[src/design/tturb_consts.vh]
`ifndef TTURB_CONSTS_VH
`define TTURB_CONSTS_VH
// Register byte addresses.
`define TTURB_ADDR_TXLEN      16'h1000
`define TTURB_ADDR_CMD        16'h1004
`define TTURB_ADDR_RST        16'h1008
`define TTURB_ADDR_IRQ_STAT   16'h1010
`define TTURB_ADDR_IRQ_EN     16'h1014
`define TTURB_ADDR_IRQ_CLR    16'h1018
// Command register fields.
`define TTURB_CMD_START_BIT   0
`define TTURB_CMD_VERIFY_BIT  1
`define TTURB_CMD_BUSY_BIT    0
`define TTURB_CMD_ERR_BIT     1
`define TTURB_CMD_CONN_BIT    2
// Reset register fields.
`define TTURB_RST_LOGIC_BIT   0
`define TTURB_RST_TIMER_BIT   8
// Interrupt status fields.
`define TTURB_IRQ_DONE_BIT    0
`define TTURB_IRQ_ERR_BIT     1
`define TTURB_IRQ_TIMER_BIT   2
`define TTURB_IRQ_W           3
// Reset values and the increment constant.
`define TTURB_ZERO32          32'h00000000
`define TTURB_ONE32           32'h00000001
`define TTURB_IRQ_ZERO        3'h0
`endif

[src/design/tturb_pattern_generator.v]
`timescale 1ns/1ps
`default_nettype none
`include "tturb_consts.vh"

module tturb_pattern_generator #(
	parameter W = 32
) (
	// Clock and reset.
	input  wire         sys_clk,
	input  wire         resetn,
	// Control.
	input  wire         start,
	input  wire         verify_en,
	input  wire [W-1:0] total_len,
	// Sink flow control and loopback check data.
	input  wire         word_ready,
	input  wire         check_valid,
	input  wire [W-1:0] check_data,
	// Status and word output.
	output reg          busy_reg,
	output reg  [W-1:0] sent_reg,
	output reg          err_reg,
	output reg          word_valid_reg,
	output reg  [W-1:0] word_data_reg
);
	localparam [W-1:0] ONE = `TTURB_ONE32;
	reg [W-1:0] exp_reg;
	reg         ven_reg;
	wire        take = busy_reg & word_valid_reg & word_ready;

	always @(posedge sys_clk) begin
		if (!resetn || start) begin
			sent_reg       <= {W{1'b0}};
			err_reg        <= 1'b0;
			exp_reg        <= {W{1'b0}};
			word_data_reg  <= {W{1'b0}};
			busy_reg       <= start & resetn & (total_len != {W{1'b0}});
			word_valid_reg <= start & resetn & (total_len != {W{1'b0}});
			ven_reg        <= start & verify_en;
		end else begin
			if (take) begin
				sent_reg      <= sent_reg + ONE;
				word_data_reg <= word_data_reg + ONE;
				if (sent_reg + ONE == total_len) begin
					busy_reg       <= 1'b0;
					word_valid_reg <= 1'b0;
				end
			end
			if (check_valid && ven_reg) begin
				exp_reg <= exp_reg + ONE;
				if (check_data != exp_reg)
					err_reg <= 1'b1;
			end
		end
	end
endmodule // tturb_pattern_generator
`default_nettype wire

[src/design/tturb_user_regs.v]
// Chosen here: strobed register access.
`timescale 1ns/1ps
`default_nettype none
`include "tturb_consts.vh"

module tturb_user_regs #(
	parameter W = 32
) (
	// Clock and reset.
	input  wire         sys_clk,
	input  wire         resetn,
	// Register port.
	input  wire [15:0]  reg_addr,
	input  wire [31:0]  reg_wdata,
	input  wire         reg_wr,
	input  wire         reg_rd,
	output reg  [31:0]  reg_rdata_reg,
	// Engine status pins.
	input  wire         connection_on,
	input  wire         timeout_interrupt,
	// Pattern data path.
	input  wire         word_ready,
	input  wire         check_valid,
	input  wire [W-1:0] check_data,
	output wire         word_valid_reg,
	output wire [W-1:0] word_data_reg,
	// Interrupt.
	output reg          irq_reg
);
	// Engine pins in the order they enter the synchroniser bank.
	localparam NPIN     = 2;
	localparam PIN_CONN = 0;
	localparam PIN_TMR  = 1;

	// Pin synchronisers, one two-stage chain per engine pin.
	wire [NPIN-1:0] pin_raw;
	wire [NPIN-1:0] pin_sync;

	assign pin_raw[PIN_CONN] = connection_on;
	assign pin_raw[PIN_TMR]  = timeout_interrupt;

	genvar gi;
	generate
		for (gi = 0; gi < NPIN; gi = gi + 1) begin : g_sync
			reg [1:0] chain_reg;

			always @(posedge sys_clk) begin
				if (!resetn) begin
					chain_reg <= 2'h0;
				end else begin
					chain_reg <= {chain_reg[0], pin_raw[gi]};
				end
			end

			assign pin_sync[gi] = chain_reg[1];
		end
	endgenerate

	wire conn_sync = pin_sync[PIN_CONN];
	wire tmr_sync  = pin_sync[PIN_TMR];

	// Register decode.
	wire wr_len = reg_wr && (reg_addr == `TTURB_ADDR_TXLEN);
	wire wr_cmd = reg_wr && (reg_addr == `TTURB_ADDR_CMD);
	wire wr_rst = reg_wr && (reg_addr == `TTURB_ADDR_RST);
	wire wr_ien = reg_wr && (reg_addr == `TTURB_ADDR_IRQ_EN);
	wire wr_icl = reg_wr && (reg_addr == `TTURB_ADDR_IRQ_CLR);

	// Register state.
	reg [31:0]             len_reg;
	reg                    logic_rst_reg;
	reg                    conn_reg;
	reg                    tmr_latch_reg;
	reg                    tmr_latch_next;
	reg [`TTURB_IRQ_W-1:0] ist_reg;
	reg [`TTURB_IRQ_W-1:0] ien_reg;
	reg [`TTURB_IRQ_W-1:0] ist_next;
	reg [`TTURB_IRQ_W-1:0] ien_next;
	reg                    irq_next;
	reg                    busy_d_reg;
	reg                    err_d_reg;
	reg [31:0]             rdata_next;

	wire user_rstn = resetn & ~logic_rst_reg;
	wire start = wr_cmd & ~reg_wdata[`TTURB_CMD_START_BIT];
	wire abort = wr_cmd & reg_wdata[`TTURB_CMD_START_BIT];
	wire gen_rstn = user_rstn & ~abort;

	// Generator status.
	wire         pg_busy;
	wire         pg_err;
	wire [W-1:0] pg_sent;

	// The generator's own flip-flops drive the word outputs directly.
	tturb_pattern_generator #(.W(W)) u_gen (
		.sys_clk        (sys_clk),
		.resetn         (gen_rstn),
		.start          (start),
		.verify_en      (reg_wdata[`TTURB_CMD_VERIFY_BIT]),
		.total_len      (len_reg[W-1:0]),
		.word_ready     (word_ready),
		.check_valid    (check_valid),
		.check_data     (check_data),
		.busy_reg       (pg_busy),
		.sent_reg       (pg_sent),
		.err_reg        (pg_err),
		.word_valid_reg (word_valid_reg),
		.word_data_reg  (word_data_reg)
	);

	always @(posedge sys_clk) begin
		if (!resetn) begin
			len_reg <= `TTURB_ZERO32;
		end else if (wr_len) begin
			len_reg <= reg_wdata;
		end
	end

	always @(posedge sys_clk) begin
		if (!resetn) begin
			logic_rst_reg <= 1'b0;
		end else begin
			logic_rst_reg <= wr_rst & reg_wdata[`TTURB_RST_LOGIC_BIT];
		end
	end

	always @(posedge sys_clk) begin
		if (!resetn) begin
			conn_reg <= 1'b0;
		end else begin
			conn_reg <= conn_sync;
		end
	end

	always @* begin
		tmr_latch_next = tmr_latch_reg;
		if (wr_rst && reg_wdata[`TTURB_RST_TIMER_BIT]) begin
			tmr_latch_next = 1'b0;
		end
		if (tmr_sync) begin
			tmr_latch_next = 1'b1;
		end
	end

	always @(posedge sys_clk) begin
		if (!resetn) begin
			tmr_latch_reg <= 1'b0;
		end else begin
			tmr_latch_reg <= tmr_latch_next;
		end
	end

	// Interrupt events: done, error rise, timer; a set beats a clear.
	always @* begin
		ist_next = ist_reg;
		if (wr_icl) begin
			ist_next = ist_reg & ~reg_wdata[`TTURB_IRQ_W-1:0];
		end
		if (busy_d_reg && !pg_busy) begin
			ist_next[`TTURB_IRQ_DONE_BIT] = 1'b1;
		end
		if (pg_err && !err_d_reg) begin
			ist_next[`TTURB_IRQ_ERR_BIT] = 1'b1;
		end
		if (tmr_sync) begin
			ist_next[`TTURB_IRQ_TIMER_BIT] = 1'b1;
		end
	end

	// Enable register and the level that the output takes next.
	always @* begin
		ien_next = ien_reg;
		if (wr_ien) begin
			ien_next = reg_wdata[`TTURB_IRQ_W-1:0];
		end
		irq_next = |(ist_next & ien_next);
	end

	// Event edge detectors.
	always @(posedge sys_clk) begin
		if (!resetn) begin
			busy_d_reg <= 1'b0;
			err_d_reg  <= 1'b0;
		end else begin
			busy_d_reg <= pg_busy;
			err_d_reg  <= pg_err;
		end
	end

	// Status and enable registers.
	always @(posedge sys_clk) begin
		if (!resetn) begin
			ist_reg <= `TTURB_IRQ_ZERO;
			ien_reg <= `TTURB_IRQ_ZERO;
		end else begin
			ist_reg <= ist_next;
			ien_reg <= ien_next;
		end
	end

	// Level interrupt output.
	always @(posedge sys_clk) begin
		if (!resetn) begin
			irq_reg <= 1'b0;
		end else begin
			irq_reg <= irq_next;
		end
	end

	// Read multiplexer; zero outside a read.
	always @* begin
		rdata_next = `TTURB_ZERO32;
		if (reg_rd) begin
			case (reg_addr)
			`TTURB_ADDR_TXLEN: begin
				rdata_next = pg_sent;
			end
			`TTURB_ADDR_CMD: begin
				rdata_next[`TTURB_CMD_BUSY_BIT] = pg_busy;
				rdata_next[`TTURB_CMD_ERR_BIT]  = pg_err;
				rdata_next[`TTURB_CMD_CONN_BIT] = conn_reg;
			end
			`TTURB_ADDR_RST: begin
				rdata_next[`TTURB_RST_TIMER_BIT] = tmr_latch_reg;
			end
			`TTURB_ADDR_IRQ_STAT: begin
				rdata_next[`TTURB_IRQ_W-1:0] = ist_reg;
			end
			`TTURB_ADDR_IRQ_EN: begin
				rdata_next[`TTURB_IRQ_W-1:0] = ien_reg;
			end
			default: begin
				rdata_next = `TTURB_ZERO32;
			end
			endcase
		end
	end

	// Read data, one cycle after the strobe.
	always @(posedge sys_clk) begin
		if (!resetn) begin
			reg_rdata_reg <= `TTURB_ZERO32;
		end else begin
			reg_rdata_reg <= rdata_next;
		end
	end
endmodule // tturb_user_regs
`default_nettype wire
[config.mk]
export PLATFORM = sky130hd
export DESIGN_NAME = tturb_user_regs
export DESIGN_NICKNAME = d
export VERILOG_FILES = /design/src/design/tturb_pattern_generator.v /design/src/design/tturb_user_regs.v
export VERILOG_INCLUDE_DIRS = /design/src /design/src/design
export SDC_FILE = /design/constraint.sdc
export NUM_CORES = 1
export LEC_CHECK = 0
export BUFFER_PORTS_ARGS = -buffer_cell sky130_fd_sc_hd__buf_2
export CAP_MARGIN = 20
export CORE_ASPECT_RATIO = 0.7
export CORE_MARGIN = 2
export CORE_UTILIZATION = 35
export DETAILED_ROUTE_END_ITERATION = 6
export HOLD_SLACK_MARGIN = 0.15
export PLACE_DENSITY_LB_ADDON = 0.25
export RECOVER_POWER = 100
export SLEW_MARGIN = 30
export SYNTH_ARGS = -nofsm -noshare
export SYNTH_HDL_FRONTEND = slang
export SYNTH_HIERARCHICAL = 1
export SYNTH_SLANG_ARGS = --single-unit
[constraint.sdc]
create_clock -name sys_clk -period 7.6 [get_ports sys_clk]
set_input_delay 0.38 -clock sys_clk [delete_from_list [all_inputs] [get_ports sys_clk]]
set_output_delay 0.38 -clock sys_clk [all_outputs]
set_load 0.01 [all_outputs]
# After elaboration in Yosys (flattened, before gate mapping)
# Cells that the tools add are included.
[classes]
add_sub_neg = 3
n_eq_ne = 8
n_mux = 12
bitwise_logic = 15
n_reduce_logical = 22
[op_table]
columns = ["op", "n"]
rows = [
  ["$add 32x1->32 const B", 3],
  ["$eq 16x13->1 const B", 6],
  ["$eq 32x32->1", 1],
  ["$ne 32x32->1", 1],
  ["$reduce_bool 32->1", 1],
  ["$pmux 3 s4", 1],
  ["$and 1x1->1", 9],
  ["$logic_and 1x1->1", 9],
  ["$mux 1", 8],
  ["$and 3x3->3", 2],
  ["$mux 3", 2],
  ["$reduce_and 2->1", 3],
  ["$reduce_bool 2->1", 3],
  ["$logic_not 1->1", 3],
  ["$not 1->1", 3],
  ["$not 3->3", 1],
  ["$reduce_and 3->1", 1],
  ["$reduce_or 3->1", 1],
  ["$pmux 1 s2", 1],
  ["$logic_or 1x1->1", 1],
]
[word_totals]
regBits = 179
in_bits = 88
out_inout_bits = 66
word_cells = 79

# Logic depth before layout (Yosys ltp)
# Gate-level depths: netlist of run 1.
[depth]
ltp_word = 9
ltp_mapped = 9
depth_no_buf = 8

# Modules after synthesis
# Netlist of run 1, hierarchy kept.
[modules_own_cells]
columns = ["module", "n_inst", "cells_each", "area_each_um2", "seq_area_each_um2"]
rows = [
  ["tturb_pattern_generator", 1, 676, 5671.7, 2001.9],
  ["tturb_user_regs", 1, 302, 2902.8, 1601.5],
]

# Least setup slack after synthesis of run 1
# Ideal clock, no wire load.
[synth_path]
path_type = "input -> register"
startpoint = "in reg_addr[5]"
endpoint = "reg u_gen.exp_reg[27]"
setup_time_ns = 0.128
arrival_time_ns = 2.515
required_ns = 7.472
slack_ns = 4.957
stages = 9
path_buffers = 2
cell_sequence = "nor4_4 nand4_1 nor3b_1 and3b_1 and2b_2 inv_2 clkbuf_1 buf_1 nor2_1"
[synth_via]
word_cells_on_any_way = 8
cone_classes = "1 x eq/ne; 4 x bitwise; 3 x reduce/logical"
[synth_rtl]
columns = ["item", "line", "rtl"]
rows = [
  ["start: declaration", "tturb_user_regs.v:13", "input wire [15:0] reg_addr,"],
  ["$eq 16x13->1", "--", ""],
  ["$logic_and 1x1->1", "tturb_user_regs.v:64", "wire wr_cmd = reg_wr && (reg_addr == `TTURB_ADDR_CMD);"],
  ["$and 1x1->1", "tturb_user_regs.v:85", "wire start = wr_cmd & ~reg_wdata[`TTURB_CMD_START_BIT];"],
  ["net start", "tturb_user_regs.v:85", ""],
  ["$logic_or 1x1->1", "tturb_pattern_generator.v:32", "if (!resetn || start) begin"],
  ["end signal: assignment", "tturb_pattern_generator.v:35", "exp_reg <= {W{1'b0}};"],
  ["end signal: assignment", "tturb_pattern_generator.v:50", "exp_reg <= exp_reg + ONE;"],
  ["end: declaration", "tturb_pattern_generator.v:27", "reg [W-1:0] exp_reg;"],
]
# The timed path passes the listed nets, and every way through them passes these cells.
# A chain may end at the register's enable or synchronous reset.

# Worst setup path in the final report of run 1
[layout_path]
startpoint = "reg u_gen.sent_reg[0]"
endpoint = "reg u_gen.word_valid_reg, enable pin"
[layout_via]
elab_chain_len = 4
[layout_lines]
columns = ["item", "line", "rtl"]
rows = [
  ["start: declaration", "tturb_pattern_generator.v:21", "output reg [W-1:0] sent_reg,"],
  ["start signal: assignment", "tturb_pattern_generator.v:33", "sent_reg <= {W{1'b0}};"],
  ["start signal: assignment", "tturb_pattern_generator.v:42", "sent_reg <= sent_reg + ONE;"],
  ["$add 32x1->32", "tturb_pattern_generator.v:44", "if (sent_reg + ONE == total_len) begin"],
  ["$eq 32x32->1", "tturb_pattern_generator.v:44", ""],
  ["$reduce_bool 2->1 (no line)", "--", ""],
  ["$reduce_and 2->1 (no line)", "--", ""],
  ["end signal: assignment", "tturb_pattern_generator.v:38", "word_valid_reg <= start & resetn & (total_len != {W{1'b0}});"],
  ["end: declaration", "tturb_pattern_generator.v:23", "output reg word_valid_reg,"],
]
# No other way between the ends.

==> results by group, run 1 <==
Status
  – Status: finished with violations
  – Failing checks: capacitance limit, slew limit

Die
  – Die span in y: 135 um
  – Core area: 23,900 um2
  – Starting Density: 35.9%
  – DIE WIDTH: 191 um
  – Die area: 25,800 um2
  – Core Rows: 47
  – # IOs: 154

Routing
  – Residual DRC: 0
  – Vias post-DR: 6,976
  – DR pass1 iterations: 5
  – Vias per cell: 4.84
  – Antenna Nets Post-Route: 0
  – Routed len/inst: 15.2 um
  – Drt total wl: 21,900 um
  – Iter 0 DRT Violations: 453

Synth
  – Synth top area share: 41.3%
  – Most common flop cell mapped by yosys: dfxtp_1
  – Post-synthesis register bit count: 179
  – EDFF count, synth: 2
  – Syn_area_per_cell: 8.77 um2
  – Synthesized netlist net count: 1,069
  – Mapped Cells: 978
  – Sequential-to-total area share from yosys stat: 42.0%
  – Netlist cell types: 65
  – Yosys warns: 6
  – Area leader, netlist: dfxtp_1
  – Netlist Area Pre-Place: 8570 um2
  – Ys async rst share: 0%
  – Ranking of synthesized cells by area: dfxtp_1 41%, xnor2_1 10%, xor2_1 6.8%

GRT
  – Largest net degree at the start of global routing: 99
  – First-pass GRT wire length: 34,900 um
  – All-Layer GR Usage: 17.2%
  – Vias in the first global route: 6,568
  – Initial antenna violation count: 0
  – Total congestion overflow: 0

CTS
  – Clock Pin Slew Worst Setup and Hold Paths: 0.07 ns
  – Clk_lat worst skew: 0.43 ns
  – Clock sinks: 179
  – # resized after CTS: 0
  – Root Driver: clkbuf_16
  – Clock tree from TritonCTS: yes
  – H-tree Lvls: 4
  – Total CTS buffers: 17
  – Clk buf depth: 2

Place
  – Setup slack at placement: 4.41 ns
  – IO Port Bufs: 153
  – GPL Wtd Cong: 0.817
  – HPWL after DPL: 15,900 um

Critical path
  – Critical Path RT: 7.71 ns
  – Critical path arrival: 3.72 ns
  – Critical setup path kind: reg2reg
  – Crit-path max FO: 8
  – Crit path launch type: flip-flop
  – Worst setup EP type: flip-flop

Cells and area
  – Fill cell count: 2,505
  – Final #Nets: 1,202
  – Share of layout cells above drive strength 1: 13.0%
  – Area of the multi-input gates: 4670 um2
  – Reg area: 3600 um2
  – Layout area overhead: 16.8%
  – Diodes inserted: 0

Timing
  – Final Max Tran Viols: 50
  – Rel. slew slack: -21.9%
  – Setup WS post-layout: 4.00 ns
  – FMAX: 278 MHz
  – Slew @ Worst Pin: 1.83 ns
  – Setup TNS: 0 ns
  – Crit path time final: 3.60 ns
  – Final hold vios: 0
  – Period utilisation layout: 47.4%
  – RSZ-0062 raised after global routing: false
  – Clock Skews: 0.0118 ns
  – Final setup fails: 0

Power
  – Worst VDD drop: 0.000159 V
  – Power Dens Cells: 193 nW/um2
  – Tot Pwr: 1930 uW
  – Lkg Pwr: 0.00354 uW

Min path
  – HP Class: in2reg

Job
  – Max_cap viols: 1
==> power by group <==
group / switching [uW] / leakage (uW) / internal, uW
clock: 396 / 0.000301 / 508
combinational: 40.1 / 0.00180 / 34.9
sequential: 5.06 / 0.00145 / 944
==> synth_stat cells, types with 5 or more instances <==
cell type  number
clkbuf_1       26
nor4_1         15
mux2i_1         8
xor2_1         67
o21ai_0        16
nand2_1       120
and2_1         40
a21oi_1        20
xnor2_1        98
inv_1           8
nand3_1        38
or3_1          11
nor2_1        126
nand4_1        37
and3_1         16
buf_6           6
nor3b_1         8
nor3_1         19
dfxtp_1       177
a21boi_1       30
nor4_2          5
nor2b_1        11
==> per-stage QoR <==
stage	instance area (um2)	std cells	util (%)	hold slack [ns]
2_1_floorplan	8570	978	-	0.412
3_3_place_gp	9530	1409	39.9	0.417
3_5_place_dp	9540	1409	39.9	0.423
4_1_cts	10100	1442	42.5	0.153
5_1_grt	10000	1442	41.9	0.173
6_report	10000	1442	41.9	0.174
==> cell type report <==
| cell class | count | share of cell area [%] |
|---|---|---|
| Clock buffer | 19 | 4.52 |
| Clock inverter | 13 | 1.44 |
| Inverter | 9 | 0.337 |
| Multi-Input combinational cell | 747 | 46.6 |
| Sequential cell | 179 | 36.0 |
| Tap cell | 318 | 3.97 |
| Timing Repair Buffer | 157 | 7.13 |
==> cells by family (layout without fill, tap and decap cells) <==
| group | after synthesis | after routing | share of synthesized area [%] |
|---|---|---|---|
| xor+xnor | 165 | 165 | 16.9 |
| compound gates | 88 | 88 | 7.00 |
| mux | 8 | 8 | 0.934 |
| simple gates | 483 | 483 | 29.6 |
| buf+inv | 52 | 198 | 3.14 |
| fa+ha+maj | 3 | 3 | 0.438 |
| flops | 179 | 179 | 42.0 |
==> cells in the final DEF (no fill, tap or decap), types with 3 or more instances in the layout <==
cell type	instances
a21boi_0	30
dfxtp_1	177
and3_1	16
nand4_1	38
nand2_1	120
or3_1	11
nor2b_1	11
nand2b_1	3
inv_6	5
a31oi_1	3
clkinv_2	4
and4_1	4
nor3b_1	8
nor4_2	4
inv_1	8
mux2i_1	8
o21a_1	4
clkbuf_1	68
nor3_1	19
nor2_1	126
nand3_1	38
clkbuf_16	17
nor4_1	18
and2_0	22
ha_1	3
buf_2	86
a21oi_1	20
xor2_1	67
o21ai_0	16
nor3_2	3
xnor2_1	98
and2_1	18
or2_2	3
==> worst max-delay path, cell delays in order, from the launching register on <==
cell     delay (ns)
dfxtp_1        0.52
ha_1           0.32
nand3_2        0.23
nor4_1         0.88
nand4_1        0.38
xnor2_1        0.24
a21oi_1        0.12
nand3_1        0.18
o41ai_2        0.41
==> routing by layer <==
metal / part of all wire (%) / track usage, %
met1: 53 / 25.7
met2: 41 / 25.2
met3: 4.8 / 3.59
met4: 0.75 / 3.76
met5: 0 / 0
==> what timing repair did <==
item                      CTS  global route
hold endpoints to repair    1             0
hold buffers                1             0
setup buffers               0             0
==> final timing paths <==
path	slack [ns]	startpoint	cells past startpoint	end
min reg2reg	0.44	g_sync[0].chain_reg[1]	1	conn_reg
max	4.00	u_gen/sent_reg[0]	8	u_gen/word_valid_reg
min	0.17	connection_on	2	g_sync[0].chain_reg[0]
max reg2reg	4.00	u_gen/sent_reg[0]	8	u_gen/word_valid_reg
(Power assumes the default switching activity.)
==> run 2: changes to the inputs <==
Clock period 7.6 ns to 3.6 ns, I/O delays scaled along.
==> run 2 against run 1 <==
The run now ends clean. Setup slack got worse by 3.3 ns. Combinational power rose to 2.6 times the previous value. Via count rose by 2.8%. Clock-buffer cell count did not move. Clock power rose by 120%. Fmax rose by 25%. Clock skew barely moved. Design area rose by 4.8%. Global-route usage rose by 0.58 points. Largest cell class unchanged.
==> results by group, run 2 (synthesized netlist as in run 1, its figures left out) <==
GRT
  – Initial antenna violation count: 0 (unchanged)
  – Total congestion overflow: 0 (unchanged)
  – Largest net degree at the start of global routing: 99 (unchanged)
  – Vias in the first global route: 6,926 (was 6,568)
  – All-Layer GR Usage: 17.8% (was 17.2%)
  – First-pass GRT wire length: 36,200 um (was 34,900 um)

Critical path
  – Critical setup path kind: reg2reg (unchanged)
  – Critical Path RT: 3.71 ns (was 7.71 ns)
  – Critical Path Start: u_gen/sent_reg[4] (was u_gen/sent_reg[0])
  – R2r setup slk: 0.73 ns (was 4.00 ns)
  – Crit-path max FO: 10 (was 8)
  – Worst setup EP type: flip-flop (unchanged)
  – Crit path capture: u_gen/word_valid_reg (unchanged)
  – Crit path launch type: flip-flop (unchanged)
  – R2R depth: 7 (was 8)
  – Critical path arrival: 2.98 ns (was 3.72 ns)
  – R2r startpoint: u_gen/sent_reg[4] (was u_gen/sent_reg[0])
  – RR Endpoint: u_gen/word_valid_reg (unchanged)

Power
  – Worst VDD drop: 0.000325 V (was 0.000159 V)
  – Power Dens Cells: 400 nW/um2 (was 193 nW/um2)
  – Lkg Pwr: 0.00377 uW (was 0.00354 uW)
  – Tot Pwr: 4190 uW (was 1930 uW)

Cells and area
  – Layout area overhead: 22.3% (was 16.8%)
  – Commonest cells after routing, fill and taps aside: 177 x dfxtp_1, 126 x nor2_1, 120 x nand2_1 (unchanged)
  – Share of layout cells above drive strength 1: 13.4% (was 13.0%)
  – Most common cell after layout, fill and taps aside: dfxtp_1 (unchanged)
  – Final #Nets: 1,247 (was 1,202)
  – Fill cell count: 2,458 (was 2,505)
  – Design area: 10,500 um2 (was 10,000 um2)
  – Diodes inserted: 0 (unchanged)
  – Area of the multi-input gates: 4670 um2 (about the same)
  – Reg area: 3600 um2 (unchanged)

Timing
  – RSZ-0062 raised after global routing: false (unchanged)
  – FMAX: 348 MHz (was 278 MHz)
  – Crit path time final: 2.87 ns (was 3.60 ns)
  – Clock Skews: 0.0119 ns (was 0.0118 ns)
  – Setup TNS: 0 ns (unchanged)
  – Final Max Tran Viols: 0 (was 50)
  – Period utilisation layout: 79.8% (was 47.4%)
  – Slew @ Worst Pin: 1.10 ns (was 1.83 ns)
  – Rel. slew slack: 26.4% (was -21.9%)
  – Final setup fails: 0 (unchanged)
  – Final hold vios: 0 (unchanged)

CTS
  – H-tree Lvls: 4 (unchanged)
  – Post-CTS setup buffers: 0 (unchanged)
  – Clk_lat worst skew: 0.43 ns (about the same)
  – Total CTS buffers: 17 (unchanged)
  – Clock sinks: 179 (unchanged)
  – Clock tree from TritonCTS: yes (unchanged)
  – Root Driver: clkbuf_16 (unchanged)
  – # resized after CTS: 0 (unchanged)
  – Clk buf depth: 2 (unchanged)
  – Cts hold-fix bufs: 36 (was 1)
  – Clock Pin Slew Worst Setup and Hold Paths: 0.07 ns (about the same)

Die
  – Core Rows: 47 (unchanged)
  – DIE WIDTH: 191 um (unchanged)
  – Die area: 25,800 um2 (unchanged)
  – # IOs: 154 (unchanged)
  – Core area: 23,900 um2 (unchanged)
  – Starting Density: 35.9% (unchanged)
  – Die span in y: 135 um (unchanged)

Routing
  – Iter 0 DRT Violations: 486 (was 453)
  – DR pass1 iterations: 5 (unchanged)
  – Vias per cell: 4.82 (was 4.84)
  – Residual DRC: 0 (unchanged)
  – Vias post-DR: 7,169 (was 6,976)
  – Drt total wl: 22,400 um (was 21,900 um)
  – Routed len/inst: 15.1 um (was 15.2 um)
  – Antenna Nets Post-Route: 0 (unchanged)

Job
  – Max_cap viols: 0 (was 1)

Place
  – Area after DPL: 9620 um2 (was 9540 um2)
  – IO Port Bufs: 153 (unchanged)
  – GPL Wtd Cong: 0.860 (was 0.817)
  – HPWL after DPL: 16,200 um (was 15,900 um)

Status
  – Status: finished, final reports clean (was finished with violations)

Min path
  – HP Class: in2reg (unchanged)
## run 2: cell count changes in the layout (fill, tap and decap cells not counted), moves of 2 or more
cell / delta
and2_0: +3
and2_1: -3
buf_4: +9
clkinv_4: +2
dlygate4sd3_1: +35
inv_6: -3
## run 2: report_power, final
part / internal (uW) / total [uW] / switching, uW
logic: 102 / 196 / 94.6
clock network: 1170 / 2000 / 828
registers: 1990 / 2000 / 7.97
total: 3260 / 4190 / 931
## run 2: layout make-up
type	count	area share (%)
clock buffers	19	4.43
clock inverters	13	1.63
inverters	9	0.322
multi-input cells	747	44.5
flip-flops and latches	179	34.4
well taps	318	3.79
repair buffers	202	10.9
## run 2: layer usage
metal,routed length (um),part of all wire (%),global-route usage [%],vias up
met4,161,0.72,3.93,0
met1,11800,53,26.3,3337
li1,-,-,-,3659
met3,1110,4.9,3.77,13
met5,0,0,0,-
met2,9390,42,26.3,160
## run 2: through the flow
stage | std cells | hold WS (ns) | setup WS (ns) | utilization [%]
after floorplan | 978 | 0.307 | 1.13 | -
after global placement | 1419 | 0.392 | 0.778 | 40.3
after detailed placement | 1419 | 0.394 | 0.724 | 40.3
after CTS | 1487 | 0.170 | 0.763 | 44.5
after global routing | 1487 | 0.212 | 0.435 | 43.9
final | 1487 | 0.189 | 0.727 | 43.9
## run 2: critical path: stages, from the launching register on
cell and delay, ns:
dfxtp_1 0.56, nand3_4 0.19, nor4_2 0.62, nand4_1 0.33, nor2_1 0.22, xnor2_1 0.14, o211ai_1 0.13, o41ai_2 0.38
## run 2: worst min path at each step
stage | depth (start not counted) | slack [ns] | startpoint | end
after floorplan | 1 | 0.31 | connection_on | g_sync[0].chain_reg[0]
after global placement | 2 | 0.39 | timeout_interrupt | g_sync[1].chain_reg[0]
after detailed placement | 2 | 0.39 | connection_on | g_sync[0].chain_reg[0]
after CTS | 4 | 0.17 | word_ready | u_gen/word_data_reg[2]
after global routing | 4 | 0.21 | word_ready | u_gen/word_data_reg[2]
final | 4 | 0.19 | word_ready | u_gen/word_data_reg[2]
